==> config.mk <==
export PLATFORM = sky130hd
export DESIGN_NAME = obcd_option_decoder
export DESIGN_NICKNAME = d
export VERILOG_FILES = /design/src/include/obcd_pkg.sv /design/src/hdl/obcd_option_decoder.sv
export SDC_FILE = /design/constraint.sdc
export NUM_CORES = 1
export LEC_CHECK = 0
export BUFFER_PORTS_ARGS = -buffer_cell sky130_fd_sc_hd__buf_2
export CORE_MARGIN = 5
export CORE_UTILIZATION = 50
export CTS_CLUSTER_SIZE = 24
export DETAILED_ROUTE_END_ITERATION = 12
export GPL_TIMING_DRIVEN = 1
export PLACE_DENSITY_LB_ADDON = 0.2
export SYNTH_ARGS = -nofsm -noshare
export SYNTH_HDL_FRONTEND = slang
export SYNTH_SLANG_ARGS = --single-unit
export TNS_END_PERCENT = 30
==> constraint.sdc <==
create_clock -name pclk -period 3.5 [get_ports pclk]
set_input_delay 0.175 -clock pclk [delete_from_list [all_inputs] [get_ports pclk]]
set_output_delay 0.175 -clock pclk [all_outputs]
set_load 0.05 [all_outputs]
==> src/include/obcd_pkg.sv <==
// Purpose: shared constants and types of the option byte config decoder
// Assumes: apb with 32-bit data, one aligned word per register
// Notes:   option bytes stand only behind the programming-mode window
package obcd_pkg;

	// register byte addresses
	localparam logic [7:0] OBCD_ADDR_OPT0   = 8'h00;
	localparam logic [7:0] OBCD_ADDR_OPT1   = 8'h04;
	localparam logic [7:0] OBCD_ADDR_CTRL   = 8'h08;
	localparam logic [7:0] OBCD_ADDR_STATUS = 8'h0c;

	// option byte 0 fields
	localparam int OBCD_B0_HALT_WDG = 7;
	localparam int OBCD_B0_WDG_KIND = 6;
	localparam int OBCD_B0_VD_HI    = 4;
	localparam int OBCD_B0_VD_LO    = 3;
	localparam int OBCD_B0_RDP      = 0;

	// option byte 1 fields
	localparam int OBCD_B1_RST_CYC  = 6;
	localparam int OBCD_B1_OSC_HI   = 5;
	localparam int OBCD_B1_OSC_LO   = 4;
	localparam int OBCD_B1_RNG_HI   = 3;
	localparam int OBCD_B1_RNG_LO   = 1;
	localparam int OBCD_B1_DBL_OFF  = 0;

	// ctrl and status bits
	localparam int OBCD_CTRL_ERASE   = 0;
	localparam int OBCD_ST_PROG      = 0;
	localparam int OBCD_ST_BUSY      = 1;
	localparam int OBCD_ST_DBL_BAD   = 2;
	localparam int OBCD_ST_RDP       = 3;
	localparam int OBCD_ST_LOADED    = 4;

	// erased and shipped contents
	localparam logic [7:0] OBCD_ERASED     = 8'hff;
	localparam logic [7:0] OBCD_SHIP_OPT0  = 8'hff;
	localparam logic [7:0] OBCD_SHIP_OPT1  = 8'hef;

	// reset phase lengths in cpu cycles
	localparam logic [12:0] OBCD_RST_LONG  = 13'h1000;
	localparam logic [12:0] OBCD_RST_SHORT = 13'h0100;

	// oscillator encodings
	localparam logic [1:0] OBCD_OSC_RESONATOR = 2'h0;
	localparam logic [1:0] OBCD_OSC_RESERVED  = 2'h1;
	localparam logic [1:0] OBCD_OSC_INT_RC    = 2'h2;
	localparam logic [1:0] OBCD_OSC_EXTERNAL  = 2'h3;
	localparam logic [2:0] OBCD_RANGE_MP      = 3'h1;

	typedef enum logic [1:0] {
		OBCD_VD_HIGH   = 2'h0,
		OBCD_VD_MEDIUM = 2'h1,
		OBCD_VD_LOW    = 2'h2,
		OBCD_VD_OFF    = 2'h3
	} obcd_vd_t;

	typedef enum logic [1:0] {
		OBCD_IDLE,
		OBCD_MEM_ERASE,
		OBCD_OPT_ERASE
	} obcd_erase_t;

	typedef struct packed {
		logic        halt_watchdog_reset_opt;
		logic        watchdog_always_on;
		logic        low_voltage_detector;
		logic        aux_voltage_detector;
		obcd_vd_t    voltage_detect_level;
		logic        readout_protect;
		logic [12:0] reset_cycle_count;
		logic [1:0]  osc_source_type;
		logic [2:0]  osc_range_select;
		logic        clock_doubler_en;
		logic        clock_doubler_bad;
	} obcd_cfg_t;

	typedef struct packed {
		logic        psel;
		logic        penable;
		logic        pwrite;
		logic [7:0]  paddr;
		logic [31:0] pwdata;
	} obcd_apb_req_t;

endpackage

==> src/hdl/obcd_option_decoder.sv <==
// Purpose: option byte store and decoder with apb access
// Assumes: prog_mode is an asynchronous pin; erase handshake on pclk
// Notes:   decoded settings are frozen at the first edge after reset
//
// Contract
// - option bytes reachable only while programming mode is active.
// - erased option byte reads all ones.
// - byte0 bit7 set makes halt with running watchdog cause reset.
// - byte0 bit6 clear means watchdog always on from reset.
// - byte0 bits 4:3 pick detector threshold or switch detectors off.
// - byte0 bit0 clear blocks code extraction and flash writes.
// - erasing protected option bytes erases user memory first.
// - parts ship with internal rc oscillator selected.
// - byte1 bit6 picks 4096 or 256 cycle reset phase.
// - byte1 bits 5:4 decode the clock source type.
// - byte1 bit0 clear enables doubler, only with mp range, not rc.
`timescale 1ns/1ns
`default_nettype none

module obcd_option_decoder (
	input  wire logic              pclk,
	input  wire logic              presetn,
	input  wire logic              psel,
	input  wire logic              penable,
	input  wire logic              pwrite,
	input  wire logic [7:0]        paddr,
	input  wire logic [31:0]       pwdata,
	output logic [31:0]            prdata,
	output logic                   pready,
	output logic                   pslverr,
	input  wire logic              prog_mode,
	input  wire logic              user_mem_erase_done,
	output logic                   user_mem_erase_req,
	output logic                   flash_read_block,
	output logic                   flash_write_block,
	output obcd_pkg::obcd_cfg_t    cfg
);

	typedef struct packed {
		logic [7:0]            opt0;
		logic [7:0]            opt1;
		logic                  prog_meta;
		logic                  prog_sync;
		logic                  loaded;
		logic [7:0]            snap0;
		logic [7:0]            snap1;
		obcd_pkg::obcd_erase_t erase;
		logic [31:0]           rdata;
		logic                  err;
	} obcd_state_t;

	obcd_state_t         st_ff;
	obcd_state_t         nxt_st;
	obcd_pkg::obcd_apb_req_t req;
	logic                setup;
	logic                access;
	logic                opt_addr;
	logic                known;
	logic                busy;
	obcd_pkg::obcd_cfg_t dec;

	assign req.psel    = psel;
	assign req.penable = penable;
	assign req.pwrite  = pwrite;
	assign req.paddr   = paddr;
	assign req.pwdata  = pwdata;

	assign setup    = req.psel && !req.penable;
	assign access   = req.psel && req.penable;
	assign busy     = st_ff.erase != obcd_pkg::OBCD_IDLE;
	assign opt_addr = req.paddr == obcd_pkg::OBCD_ADDR_OPT0 ||
		req.paddr == obcd_pkg::OBCD_ADDR_OPT1;
	assign known    = opt_addr ||
		req.paddr == obcd_pkg::OBCD_ADDR_CTRL ||
		req.paddr == obcd_pkg::OBCD_ADDR_STATUS;

	// decode the frozen snapshot, never the live bytes
	always_comb begin
		dec = '0;
		dec.halt_watchdog_reset_opt =
			st_ff.snap0[obcd_pkg::OBCD_B0_HALT_WDG];
		dec.watchdog_always_on =
			!st_ff.snap0[obcd_pkg::OBCD_B0_WDG_KIND];
		dec.voltage_detect_level = obcd_pkg::obcd_vd_t'(
			st_ff.snap0[obcd_pkg::OBCD_B0_VD_HI:
			obcd_pkg::OBCD_B0_VD_LO]);
		dec.low_voltage_detector =
			dec.voltage_detect_level != obcd_pkg::OBCD_VD_OFF;
		dec.aux_voltage_detector = dec.low_voltage_detector;
		dec.readout_protect =
			!st_ff.snap0[obcd_pkg::OBCD_B0_RDP];
		dec.reset_cycle_count =
			st_ff.snap1[obcd_pkg::OBCD_B1_RST_CYC] ?
			obcd_pkg::OBCD_RST_SHORT : obcd_pkg::OBCD_RST_LONG;
		dec.osc_source_type = st_ff.snap1[obcd_pkg::OBCD_B1_OSC_HI:
			obcd_pkg::OBCD_B1_OSC_LO];
		dec.osc_range_select = st_ff.snap1[obcd_pkg::OBCD_B1_RNG_HI:
			obcd_pkg::OBCD_B1_RNG_LO];
		// an illegal doubler setting is refused, not passed on
		dec.clock_doubler_bad =
			!st_ff.snap1[obcd_pkg::OBCD_B1_DBL_OFF] &&
			(dec.osc_range_select != obcd_pkg::OBCD_RANGE_MP ||
			dec.osc_source_type == obcd_pkg::OBCD_OSC_INT_RC);
		dec.clock_doubler_en =
			!st_ff.snap1[obcd_pkg::OBCD_B1_DBL_OFF] &&
			!dec.clock_doubler_bad;
	end

	always_comb begin
		nxt_st = st_ff;
		// first flop feeds only the second
		nxt_st.prog_meta = prog_mode;
		nxt_st.prog_sync = st_ff.prog_meta;

		// capture once after reset release and hold
		if (!st_ff.loaded) begin
			nxt_st.loaded = 1'b1;
			nxt_st.snap0  = st_ff.opt0;
			nxt_st.snap1  = st_ff.opt1;
		end

		// read data registered in setup so it comes from flops
		if (setup) begin
			nxt_st.rdata = '0;
			nxt_st.err   = !known ||
				(opt_addr && !st_ff.prog_sync);
			if (opt_addr && req.pwrite && busy)
				nxt_st.err = 1'b1;
			if (!req.pwrite) begin
				unique case (req.paddr)
				obcd_pkg::OBCD_ADDR_OPT0: begin
					if (st_ff.prog_sync)
						nxt_st.rdata[7:0] = st_ff.opt0;
				end
				obcd_pkg::OBCD_ADDR_OPT1: begin
					if (st_ff.prog_sync)
						nxt_st.rdata[7:0] = st_ff.opt1;
				end
				obcd_pkg::OBCD_ADDR_STATUS: begin
					nxt_st.rdata[obcd_pkg::OBCD_ST_PROG] =
						st_ff.prog_sync;
					nxt_st.rdata[obcd_pkg::OBCD_ST_BUSY] = busy;
					nxt_st.rdata[obcd_pkg::OBCD_ST_DBL_BAD] =
						dec.clock_doubler_bad;
					nxt_st.rdata[obcd_pkg::OBCD_ST_RDP] =
						dec.readout_protect;
					nxt_st.rdata[obcd_pkg::OBCD_ST_LOADED] =
						st_ff.loaded;
				end
				default: begin
					nxt_st.rdata = '0;
				end
				endcase
			end
		end

		// writes take effect at the access edge
		if (access && req.pwrite && !st_ff.err) begin
			if (req.paddr == obcd_pkg::OBCD_ADDR_OPT0)
				nxt_st.opt0 = req.pwdata[7:0];
			if (req.paddr == obcd_pkg::OBCD_ADDR_OPT1)
				nxt_st.opt1 = req.pwdata[7:0];
			if (req.paddr == obcd_pkg::OBCD_ADDR_CTRL &&
				req.pwdata[obcd_pkg::OBCD_CTRL_ERASE] &&
				st_ff.prog_sync && !busy) begin
				// live byte decides: protection as stored now
				if (!st_ff.opt0[obcd_pkg::OBCD_B0_RDP])
					nxt_st.erase = obcd_pkg::OBCD_MEM_ERASE;
				else
					nxt_st.erase = obcd_pkg::OBCD_OPT_ERASE;
			end
		end

		unique case (st_ff.erase)
		obcd_pkg::OBCD_IDLE: begin
		end
		obcd_pkg::OBCD_MEM_ERASE: begin
			if (user_mem_erase_done)
				nxt_st.erase = obcd_pkg::OBCD_OPT_ERASE;
		end
		obcd_pkg::OBCD_OPT_ERASE: begin
			nxt_st.opt0  = obcd_pkg::OBCD_ERASED;
			nxt_st.opt1  = obcd_pkg::OBCD_ERASED;
			nxt_st.erase = obcd_pkg::OBCD_IDLE;
		end
		endcase
	end

	always_ff @(posedge pclk or negedge presetn) begin
		if (!presetn) begin
			st_ff.opt0      <= obcd_pkg::OBCD_SHIP_OPT0;
			st_ff.opt1      <= obcd_pkg::OBCD_SHIP_OPT1;
			st_ff.prog_meta <= 1'b0;
			st_ff.prog_sync <= 1'b0;
			st_ff.loaded    <= 1'b0;
			st_ff.snap0     <= obcd_pkg::OBCD_SHIP_OPT0;
			st_ff.snap1     <= obcd_pkg::OBCD_SHIP_OPT1;
			st_ff.erase     <= obcd_pkg::OBCD_IDLE;
			st_ff.rdata     <= 32'h0000_0000;
			st_ff.err       <= 1'b0;
		end else begin
			st_ff <= nxt_st;
		end
	end

	// zero wait state slave
	assign pready             = 1'b1;
	assign prdata             = st_ff.rdata;
	assign pslverr            = access && st_ff.err;
	assign user_mem_erase_req = st_ff.erase == obcd_pkg::OBCD_MEM_ERASE;
	assign flash_read_block   = dec.readout_protect;
	assign flash_write_block  = dec.readout_protect;
	assign cfg                = dec;

endmodule // obcd_option_decoder

`default_nettype wire

* Yosys cells after proc, flatten, opt, wreduce, memory -nomap -nowiden
Cells that the tools add are included.
** Word-level totals
- Flip-flop bits (word level) :: 70
- Bits in latches :: 0
- Bits in writable memories :: 0
- ROM bits :: 0
- Bits of input ports :: 47
- Logic and storage cells :: 68
- Memories kept :: 0
** Cells by class
- Add/subtract/negate cells :: 0
- $mul :: 0
- Div/mod/pow operators :: 0
- $lt $le $gt $ge :: 0
- Equality and inequality tests :: 8
- Shifts and indexed selects :: 0
- Muxes and demuxes :: 16
- Bitwise logic cells :: 0
- Reduce and logical (&&, ||, !) cells :: 34
** Operator list (count)
- $mux W8 :: 5
- $mux W16 :: 2
- $eq A8 B4 Y1 const B :: 2
- $pmux W5 S3 :: 1
- $logic_and A1 B1 Y1 :: 13
- $mux W13 :: 1
- $logic_not A1 Y1 :: 9
- $eq A8 B3 Y1 const B :: 1
- $logic_not A8 Y1 :: 1
- $mux W2 :: 4
- $reduce_bool A2 Y1 :: 4
- $pmux W3 S2 :: 1
- $logic_or A1 B1 Y1 :: 5
- $eq A2 B2 Y1 const B :: 2
- $pmux W2 S2 :: 1
- $reduce_and A2 Y1 :: 2
- $ne A3 B1 Y1 const B :: 1
- $eq A2 B1 Y1 const B :: 1
- $ne A2 B2 Y1 const B :: 1
- $mux W1 :: 1

* Longest topological paths before layout
Gate-level depths: netlist of run 1.
- Word-level depth :: 8
- Depth in mapped cells :: 6
- Depth with buffers taken out :: 6

* Least setup slack after synthesis of run 1
No wires, ideal clock.
- Kind :: reg2reg
- Start point :: reg st_ff, in the netlist cfg[6]
- End point :: reg st_ff, in the netlist prdata[2]
- Setup time :: 0.078 ns
- Arrival :: 1.813 ns
- Slack :: 1.610 ns
- Stages on the path, launching flop included :: 5
- Buffers on the path :: 0
- Period minus slack after synthesis :: 1.890 ns
- Cell sequence :: dfstp_2 nand2b_1 a31oi_1 a32oi_1 o21ai_1
** RTL lines
- start, declared :: RTL line obcd_option_decoder.sv:52 : obcd_state_t st_ff;
- start signal, assigned :: RTL line obcd_option_decoder.sv:202 : st_ff <= nxt_st;

==> run metrics, run 1 <==
htree depth=2; Antenna diodes=0; Power Density=approximately 430 nW/um2; drt first pass iters=4; vias in the first global route=around 1500; DRT antenna net count=0; setup violators final=0; post-cts resize count=0; Seq cells post-synth=42; critical path type=flip-flop to flip-flop; number of synthesized flops with an enable pin=0; Bufs and invs on worst path=1; Yosys top cell by area=dfstp_2; slowest cell delay on critical path=approximately 0.56 ns; syn avg cell area=~10 um2; outcome=finished clean; Post-Syn Area=around 2400 um2; WP data required=roughly 3.7 ns; Lkg Pwr=roughly 1.2 nW; synth cell count leaders=buf_4, dfstp_2, a21oi_1; top-count cell post-synth=buf_4; Non-Filler Instances=between 300 and 400; Max Freq=approximately 0.55 GHz; Root Driver=clkbuf_8; gr ovfl total=0; worst path arrival time=about 2.0 ns; nets=around 310; cells after synthesis=229; Top FF cell, synth=dfstp_2; I/O pin cnt=roughly 110; clk sinks=between 40 and 50; Max-Cap Viols=0; critical path's top delay family=simple AND/OR/NAND/NOR gates; Worst setup EP type=flip-flop; Total Neg Setup Slack=0 ns; Max Slew Vio Count=0; die area=around 6300 um2; die width=between 70 and 80 um; top-area cell type share of the netlist area=0.286; first-pass GRT wire length=6960 um; Area growth, synth to finish=4.04%; clock buffer depth=2; Post-Place Cells=305; Worst slew margin=0.401; clock-pin slew on the worst setup and hold paths=approximately 0.070 ns; routability cong.=0.743; DRT Wirelength=4310 um; Num CTS Buffers=5; dpl hpwl=3260 um; Slew @ Worst Pin=approximately 0.90 ns; Routed met3 length=~270 um; Util after Layout=0.529; Startpoint Class=flip-flop; Clock Skews=0.00168 ns; fill count=about 460; Post-CTS Setup Bufs=0; Hold Fails Final Rpt=0; Worst IR Drop VDD=around 0.00025 V; vias per cell=between 4 and 5; synth unique cells=32; wire length per cell=13.7 um; initial drt markers=56; RSZ-0062 raised after global routing=false; final worst slack=about 1.7 ns; Metal-1 WL=between 1500 and 2000 um; crit path time final=about 1.8 ns; total routing usage reported by global routing=0.141; Async S/R FF share, synth=1.00; largest cells by area after synthesis=dfstp_2, buf_4, dfrtp_1; DRC=0; IO Port Bufs=50; Met2 Wirelength=2070 um; layout cells sized above 1=0.400; register area share after synthesis=0.454; initial antenna violation count=0; largest net degree at the start of global routing=43; via count=approximately 1600; crit-path max FO=4; Initial Util=0.509; highest layer used for signal routing=met4; Hold Path Class=primary input to async pin; Die Y-Extent=approximately 79 um; Worst-Skew Late Latency=between 0.2 and 0.3 ns; final period utilization=0.521; CTS tree=done; Cell Rows=25; Post-Place Worst Slack=between 1 and 1.5 ns; YS warnings=0; Cell Chain, Critical Path=inv_1, ha_1, nand3_1, or4_4, a211oi_1, a221oi_1; Max stage delay cell, worst path=or4_4; CORE AREA=approximately 4700 um2
[worst register-to-register path: stages, from the launching register on]
cell and delay, ns:
dfrtp_1 0.38, inv_1 0.12, ha_1 0.22, nand3_1 0.09, or4_4 0.56, a211oi_1 0.26
a221oi_1 0.08
[through the flow]
stage	cell area (um2)	hold slack, ns	power, W
global placement	2380	0.285	0.000749
floorplan	2520	-0.121	0.000739
detailed placement	2380	0.291	0.000751
global route	2480	0.0803	0.00111
CTS	2480	0.0488	0.00107
finish	2480	0.00499	0.00106
[path summary, 6_finish.rpt]
path | startpoint | slack [ns] | depth (start not counted) | end
worst min-delay path | presetn | 0.005 | 1 | nxt_st[52]
worst min register to register | nxt_st[52] | 0.35 | 0 | st_ff[52]
min in group pclk | pwdata[7] | 0.16 | 3 | st_ff[61]
worst max register to register | st_ff[33] | 1.68 | 6 | st_ff[34]
worst max-delay path | st_ff[33] | 1.68 | 6 | st_ff[34]
max in group asynchronous | presetn | 2.93 | 1 | prdata[2]
[layout by cell type, fill, tap and decap left out, types with 3 or more instances in the layout]
| master | count |
|---|---|
| nor3_1 | 17 |
| a21oi_1 | 18 |
| o21ai_0 | 3 |
| conb_1 | 37 |
| nand2_1 | 7 |
| buf_2 | 50 |
| ha_1 | 3 |
| dfrtp_1 | 16 |
| a32o_1 | 4 |
| nor4_4 | 3 |
| mux2i_1 | 7 |
| clkbuf_8 | 6 |
| nand2b_1 | 8 |
| nor2_1 | 11 |
| dfstp_2 | 26 |
| inv_1 | 8 |
| mux2_2 | 11 |
| o21ai_1 | 5 |
[logic make-up after synthesis]
| group | share of synthesized area |
|---|---|
| buf+inv | 0.203 |
| compound gates | 0.0996 |
| other cells | 0.00315 |
| flops | 0.454 |
| simple gates | 0.144 |
| fa+ha+maj | 0.0157 |
| mux | 0.0812 |
[sequential cells by signal, indices dropped and copies added, names as in the netlist]
| signal | cells |
|---|---|
| cfg | 8 |
| st_ff | 25 |
| nxt_st | 1 |
| prdata | 8 |
[power breakdown]
| part | internal [W] | switching [W] | total (W) |
|---|---|---|---|
| Sequential | 0.000497 | 0.00000917 | 0.000506 |
| Combinational | 0.0000478 | 0.000188 | 0.000236 |
| Clock | 0.000159 | 0.000157 | 0.000316 |
[cell type report]
class / instances / area (um2) / share of cell area
Clock buffer: 7 / 86.3 / 0.0348
Timing Repair Buffer: 51 / 260 / 0.105
Clock inverter: 1 / 5.00 / 0.00202
Sequential cell: 42 / 1080 / 0.436
Inverter: 8 / 30.0 / 0.0121
Tap cell: 54 / 67.6 / 0.0272
Multi-Input combinational cell: 151 / 951 / 0.383
[metal layers]
| metal | vias up | global-route usage |
|---|---|---|
| li1 | 764 | - |
| met1 | 744 | 0.187 |
| met2 | 50 | 0.224 |
| met3 | 7 | 0.0317 |
| met4 | 0 | 0.0567 |
| met5 | - | 0 |
[repair_timing]
action | CTS | global route
setup endpoints to repair | 0 | 0
hold buffers | 1 | 0
endpoints found under the hold margin | 1 | 0
Note: power is estimated with default switching activity, not from simulation.
==> run 2, diff against run 1 <==
--- a/config.mk
+++ b/config.mk
@@ -7,7 +7,7 @@
 export LEC_CHECK = 0
 export BUFFER_PORTS_ARGS = -buffer_cell sky130_fd_sc_hd__buf_2
 export CORE_MARGIN = 5
-export CORE_UTILIZATION = 50
+export CORE_UTILIZATION = 47
 export CTS_CLUSTER_SIZE = 24
 export DETAILED_ROUTE_END_ITERATION = 12
 export GPL_TIMING_DRIVEN = 1
==> constraint.sdc (replaced) <==
create_clock -name pclk -period 1.9 [get_ports pclk]
set_input_delay 0.095 -clock pclk [delete_from_list [all_inputs] [get_ports pclk]]
set_output_delay 0.095 -clock pclk [all_outputs]
set_load 0.05 [all_outputs]
==> run 2 against run 1 <==
Global-route usage down 0.35 points. Combinational power grew 97%. Sequential share of layout area down 2.0 points. Power increased by 89%. Largest cell class unchanged. Clock power is 90% higher. Design area increased by 4.8%.
==> run metrics, run 2 (same netlist as run 1, synthesis figures left out) <==
Area growth, synth to finish=9.01%; outcome=finished clean; CTS tree=done; dpl hpwl=approximately 3300 um; flip-flop count of the largest register after layout=25; final instance area=~2600 um2; Slew @ Worst Pin=~0.54 ns; Worst-Skew Late Latency=around 0.30 ns; drt first pass iters=4; Max stage delay cell, worst path=or4_4; IO Port Bufs=50; Post-Place Worst Slack=between 0.07 and 0.08 ns; commonest non-fill, non-tap cell in the layout=buf_2; final worst slack=between 0.08 and 0.09 ns; initial drt markers=56; crit-path max FO=4; WP data required=just over 2 ns; Total Neg Setup Slack=0 ns; setup violators final=0; layout cells sized above 1=0.426; Largest Register=st_ff; Worst IR Drop VDD=0.000456 V; Hold Fails Final Rpt=0; via count=between 1500 and 2000; Worst setup EP type=flip-flop; gr ovfl total=0; Clock Skews=roughly 0.0034 ns; RSZ-0062 raised after global routing=false; htree depth=2; CORE AREA=between 5000 and 6000 um2; I/O pin cnt=about 110; Antenna diodes=0; worst path arrival time=~2 ns; total routing usage reported by global routing=0.138; DRC=0; clock buffer depth=2; vias in the first global route=1490; Die Y-Extent=81.3 um; largest net degree at the start of global routing=43; clock-pin slew on the worst setup and hold paths=0.08 ns; Tot Pwr=~0.002 W; commonest cells after routing, fill and taps aside=buf_2, conb_1, dfstp_2; Placed Area=between 2000 and 2500 um2; DRT Wirelength=between 4000 and 5000 um; die width=81.3 um; Power Density=about 770 nW/um2; Initial Util=0.477; Cell Rows=26; Num CTS Buffers=5; Max Slew Vio Count=0; Bufs and invs on worst path=1; hold_sp=pwdata[7]; vias per cell=about 4.6; Startpoint Class=flip-flop; final period utilization=0.956; Max Freq=0.551 GHz; nets=about 320; Root Driver=clkbuf_8; worst r2r src=st_ff[33]; wire length per cell=around 13 um; clk sinks=42; Worst slew margin=0.643; routability cong.=between 0.7 and 0.8; Lkg Pwr=1.21 nW; crit path time final=between 1.5 and 2 ns; fill count=509; initial antenna violation count=0; die area=about 6600 um2; critical path type=flip-flop to flip-flop; critical path's top delay family=simple AND/OR/NAND/NOR gates; DRT antenna net count=0; slowest cell delay on critical path=about 0.56 ns; Max-Cap Viols=0; Hold Path Class=primary input to flip-flop; first-pass GRT wire length=6920 um; Worst Setup SP=st_ff[33]; Cell Chain, Critical Path=inv_1, ha_1, nand3_1, or4_4, a211oi_2, a221oi_1
run 2: changes by cell type in the layout (fill, tap and decap cells not counted), sizes merged:
| cell | before | now |
|---|---|---|
| buf | 50 | 59 |
| dlygate4sd3 | 1 | 2 |
| clkinvlp | 0 | 1 |
| clkbuf | 7 | 6 |
run 2: layout make-up:
type	count	area [um2]	share of cell area
clock buffer	6	82.6	0.0317
clock inverter	2	12.5	0.00481
inverter	8	30.0	0.0115
multi-input combinational	151	956	0.367
sequential	42	1080	0.416
tap	70	87.6	0.0337
timing repair buffer	61	350	0.135
run 2: worst min-delay path: cells and delay by family:
family / cells / cell delay, ns
buf+inv: 1 / 0.08
compound gates: 1 / 0.12
simple gates: 1 / 0.04
run 2: worst paths after layout:
path                       slack, ns         end  cells past startpoint
min in group asynchronous       0.45  nxt_st[52]                      3
min                             0.08   st_ff[61]                      3
min reg2reg                     0.35   st_ff[52]                      0
max                             0.08   st_ff[34]                      6
max reg2reg                     0.08   st_ff[34]                      6
max in group asynchronous       1.08   st_ff[43]                      3
run 2: where the power goes:
| part | internal (W) | total (W) | switching [W] |
|---|---|---|---|
| combinational | 0.000101 | 0.000464 | 0.000363 |
| sequential | 0.000915 | 0.000933 | 0.0000173 |
| clock | 0.000292 | 0.000599 | 0.000307 |
| total | 0.00131 | 0.00200 | 0.000687 |
run 2: what timing repair did:
| action | in CTS | in global routing |
|---|---|---|
| buffers inserted | 0 | 0 |
| hold buffers | 2 | 0 |
| resized for setup | 0 | 1 |
| endpoints found under the setup margin | 0 | 1 |
| hold endpoints to repair | 17 | 0 |
run 2: metrics by stage:
step / cells / util / hold slack (ns)
finish: 340 / 0.519 / 0.0771
detailed placement: 330 / 0.496 / 0.192
global route: 340 / 0.519 / 0.0784
floorplan: 264 / - / -0.201
global placement: 330 / 0.496 / 0.193
CTS: 340 / 0.518 / 0.0696
run 2: per-layer routing:
layer / share of wire / wire length [um] / GRT usage
met5: 0 / 0 / 0
met4: 0.0085 / 38 / 0.0456
met3: 0.057 / 255 / 0.0399
met1: 0.44 / 1990 / 0.181
met2: 0.49 / 2220 / 0.217
==> run 3, diff against run 2 <==
--- a/config.mk
+++ b/config.mk
@@ -6,7 +6,7 @@
 export NUM_CORES = 1
 export LEC_CHECK = 0
 export BUFFER_PORTS_ARGS = -buffer_cell sky130_fd_sc_hd__buf_2
-export CORE_MARGIN = 5
+export CORE_MARGIN = 3
 export CORE_UTILIZATION = 47
 export CTS_CLUSTER_SIZE = 24
 export DETAILED_ROUTE_END_ITERATION = 12
==> run 3 against run 2 <==
Sequential power about the same. Largest cell class unchanged. Hold slack got worse by 0.0031 ns. Critical endpoint unchanged. Die area decreased by 9.6%.
==> run metrics, run 3 (same netlist as run 1, synthesis figures left out) <==
die width=slightly below 80 um; Hold Fails Final Rpt=0; nets=between 300 and 400; area of the multi-input gates=about 960 um2; layout cells sized above 1=0.424; crit path time final=between 1.5 and 2 ns; Hold Path Class=primary input to flip-flop; commonest cells after routing, fill and taps aside=buf_2, conb_1, dfstp_2; DRC=0; commonest non-fill, non-tap cell in the layout=buf_2; final period utilization=0.946; IO Port Bufs=50; Placed Area=approximately 2500 um2; flip-flop count of the largest register after layout=25; DRT antenna net count=0; clk sinks=42; Max Freq=about 0.56 GHz; final worst slack=0.102 ns; critical path type=flip-flop to flip-flop; outcome=finished clean; CORE AREA=roughly 4800 um2; Die Y-Extent=roughly 77 um; I/O pin cnt=111; routability cong.=0.760; Non-Filler Instances=~340; Max stage delay cell, worst path=or4_4; fill count=~470; total routing usage reported by global routing=0.147; gr ovfl total=0; Post-Place Worst Slack=about 0.066 ns; vias in the first global route=between 1000 and 1500; Antenna diodes=0; clock buffer depth=2; initial antenna violation count=0; first-pass GRT wire length=roughly 7000 um; WP data required=~2.1 ns; Root Driver=clkbuf_8; vias per cell=between 4 and 5; Cell Rows=25; crit-path max FO=4; die area=5970 um2; critical path's top delay family=simple AND/OR/NAND/NOR gates; Area growth, synth to finish=9.54%; Worst setup EP type=flip-flop; DRT Wirelength=between 4000 and 5000 um; Clock Skews=0.00382 ns; dpl hpwl=roughly 3200 um; CTS tree=done; setup violators final=0; via count=between 1500 and 2000; FF/Latch Area=~1100 um2; Startpoint Class=flip-flop; worst path arrival time=between 1.5 and 2 ns; Max-Cap Viols=0; Initial Util=0.496; Cell Chain, Critical Path=inv_1, ha_1, nand3_1, or4_4, a211oi_2, a221oi_1; largest net degree at the start of global routing=37; Slew @ Worst Pin=0.778 ns; htree depth=2; Worst IR Drop VDD=just under 0.0006 V; drt first pass iters=4; Worst slew margin=0.482; Worst-Skew Late Latency=between 0.2 and 0.3 ns; Bufs and invs on worst path=1; final instance area=between 2000 and 3000 um2; Power Density=808 nW/um2; Num CTS Buffers=5; initial drt markers=72; Total Neg Setup Slack=0 ns; worst hold margin=0.0740 ns; Post-Place Cells=between 300 and 400; clock-pin slew on the worst setup and hold paths=~0.080 ns; Lkg Pwr=between 1 and 1.5 nW; wire length per cell=12.7 um; Largest Register=st_ff; slowest cell delay on critical path=0.56 ns; Max Slew Vio Count=0
[run 3: cell count changes in the layout (fill, tap and decap cells not counted)]
cell | previous run | this run
buf_12 | 1 | 0
buf_4 | 8 | 10
bufinv_16 | 0 | 1
clkbuf_1 | 0 | 1
clkinv_2 | 1 | 0
clkinvlp_4 | 1 | 0
[run 3: final cells by class]
cell class / count / share of cell area
flip-flops and latches: 42 / 0.414
multi-input cells: 151 / 0.366
repair buffers: 62 / 0.132
clock buffers: 7 / 0.0330
well taps: 67 / 0.0321
clock inverters: 1 / 0.0115
inverters: 8 / 0.0115
[run 3: final timing paths]
| kind | start | end | slack (ns) | cells after the start |
|---|---|---|---|---|
| max reg2reg | st_ff[33] | st_ff[34] | 0.10 | 6 |
| max in group asynchronous | presetn | cfg[21] | 0.81 | 3 |
| min in group asynchronous | presetn | nxt_st[52] | 0.41 | 2 |
| min reg2reg | nxt_st[52] | st_ff[52] | 0.35 | 0 |
| max | st_ff[33] | st_ff[34] | 0.10 | 6 |
| min | pwdata[7] | st_ff[61] | 0.07 | 3 |
[run 3: timing repair]
action                     CTS  global route
gates resized for setup      0             1
hold endpoints to repair    17             0
setup endpoints to repair    0             1
hold buffers                 2             0
setup buffers                0             0
[run 3: metal layers]
layer / GRT usage / vias up / routed length, um / part of all wire
li1: - / 787 / - / -
met1: 0.199 / 755 / 1910 / 0.45
met2: 0.230 / 50 / 2090 / 0.49
met3: 0.0317 / 7 / 236 / 0.055
met4: 0.0534 / 0 / 58 / 0.014
met5: 0 / - / 0 / 0
[run 3: where the power goes]
group	internal [W]	total [W]	switching, W
clock network	0.000428	0.000719	0.000291
logic	0.000102	0.000462	0.000360
registers	0.000915	0.000932	0.0000170
[run 3: worst reg2reg max path: cells and delay by family, from the launching register on]
family / cells / cell delay [ns]
and+or+nand+nor: 2 / 0.65
buffers and inverters: 1 / 0.11
DFF: 1 / 0.39
adders and majority gates: 1 / 0.23
AOI/OAI and AO/OA: 2 / 0.29
[run 3: per-stage QoR]
step,util,power (W)
after detailed placement,0.514,0.00141
after global routing,0.543,0.00221
after global placement,0.514,0.00140
final,0.543,0.00211
after CTS,0.542,0.00213
after floorplan,-,0.00136
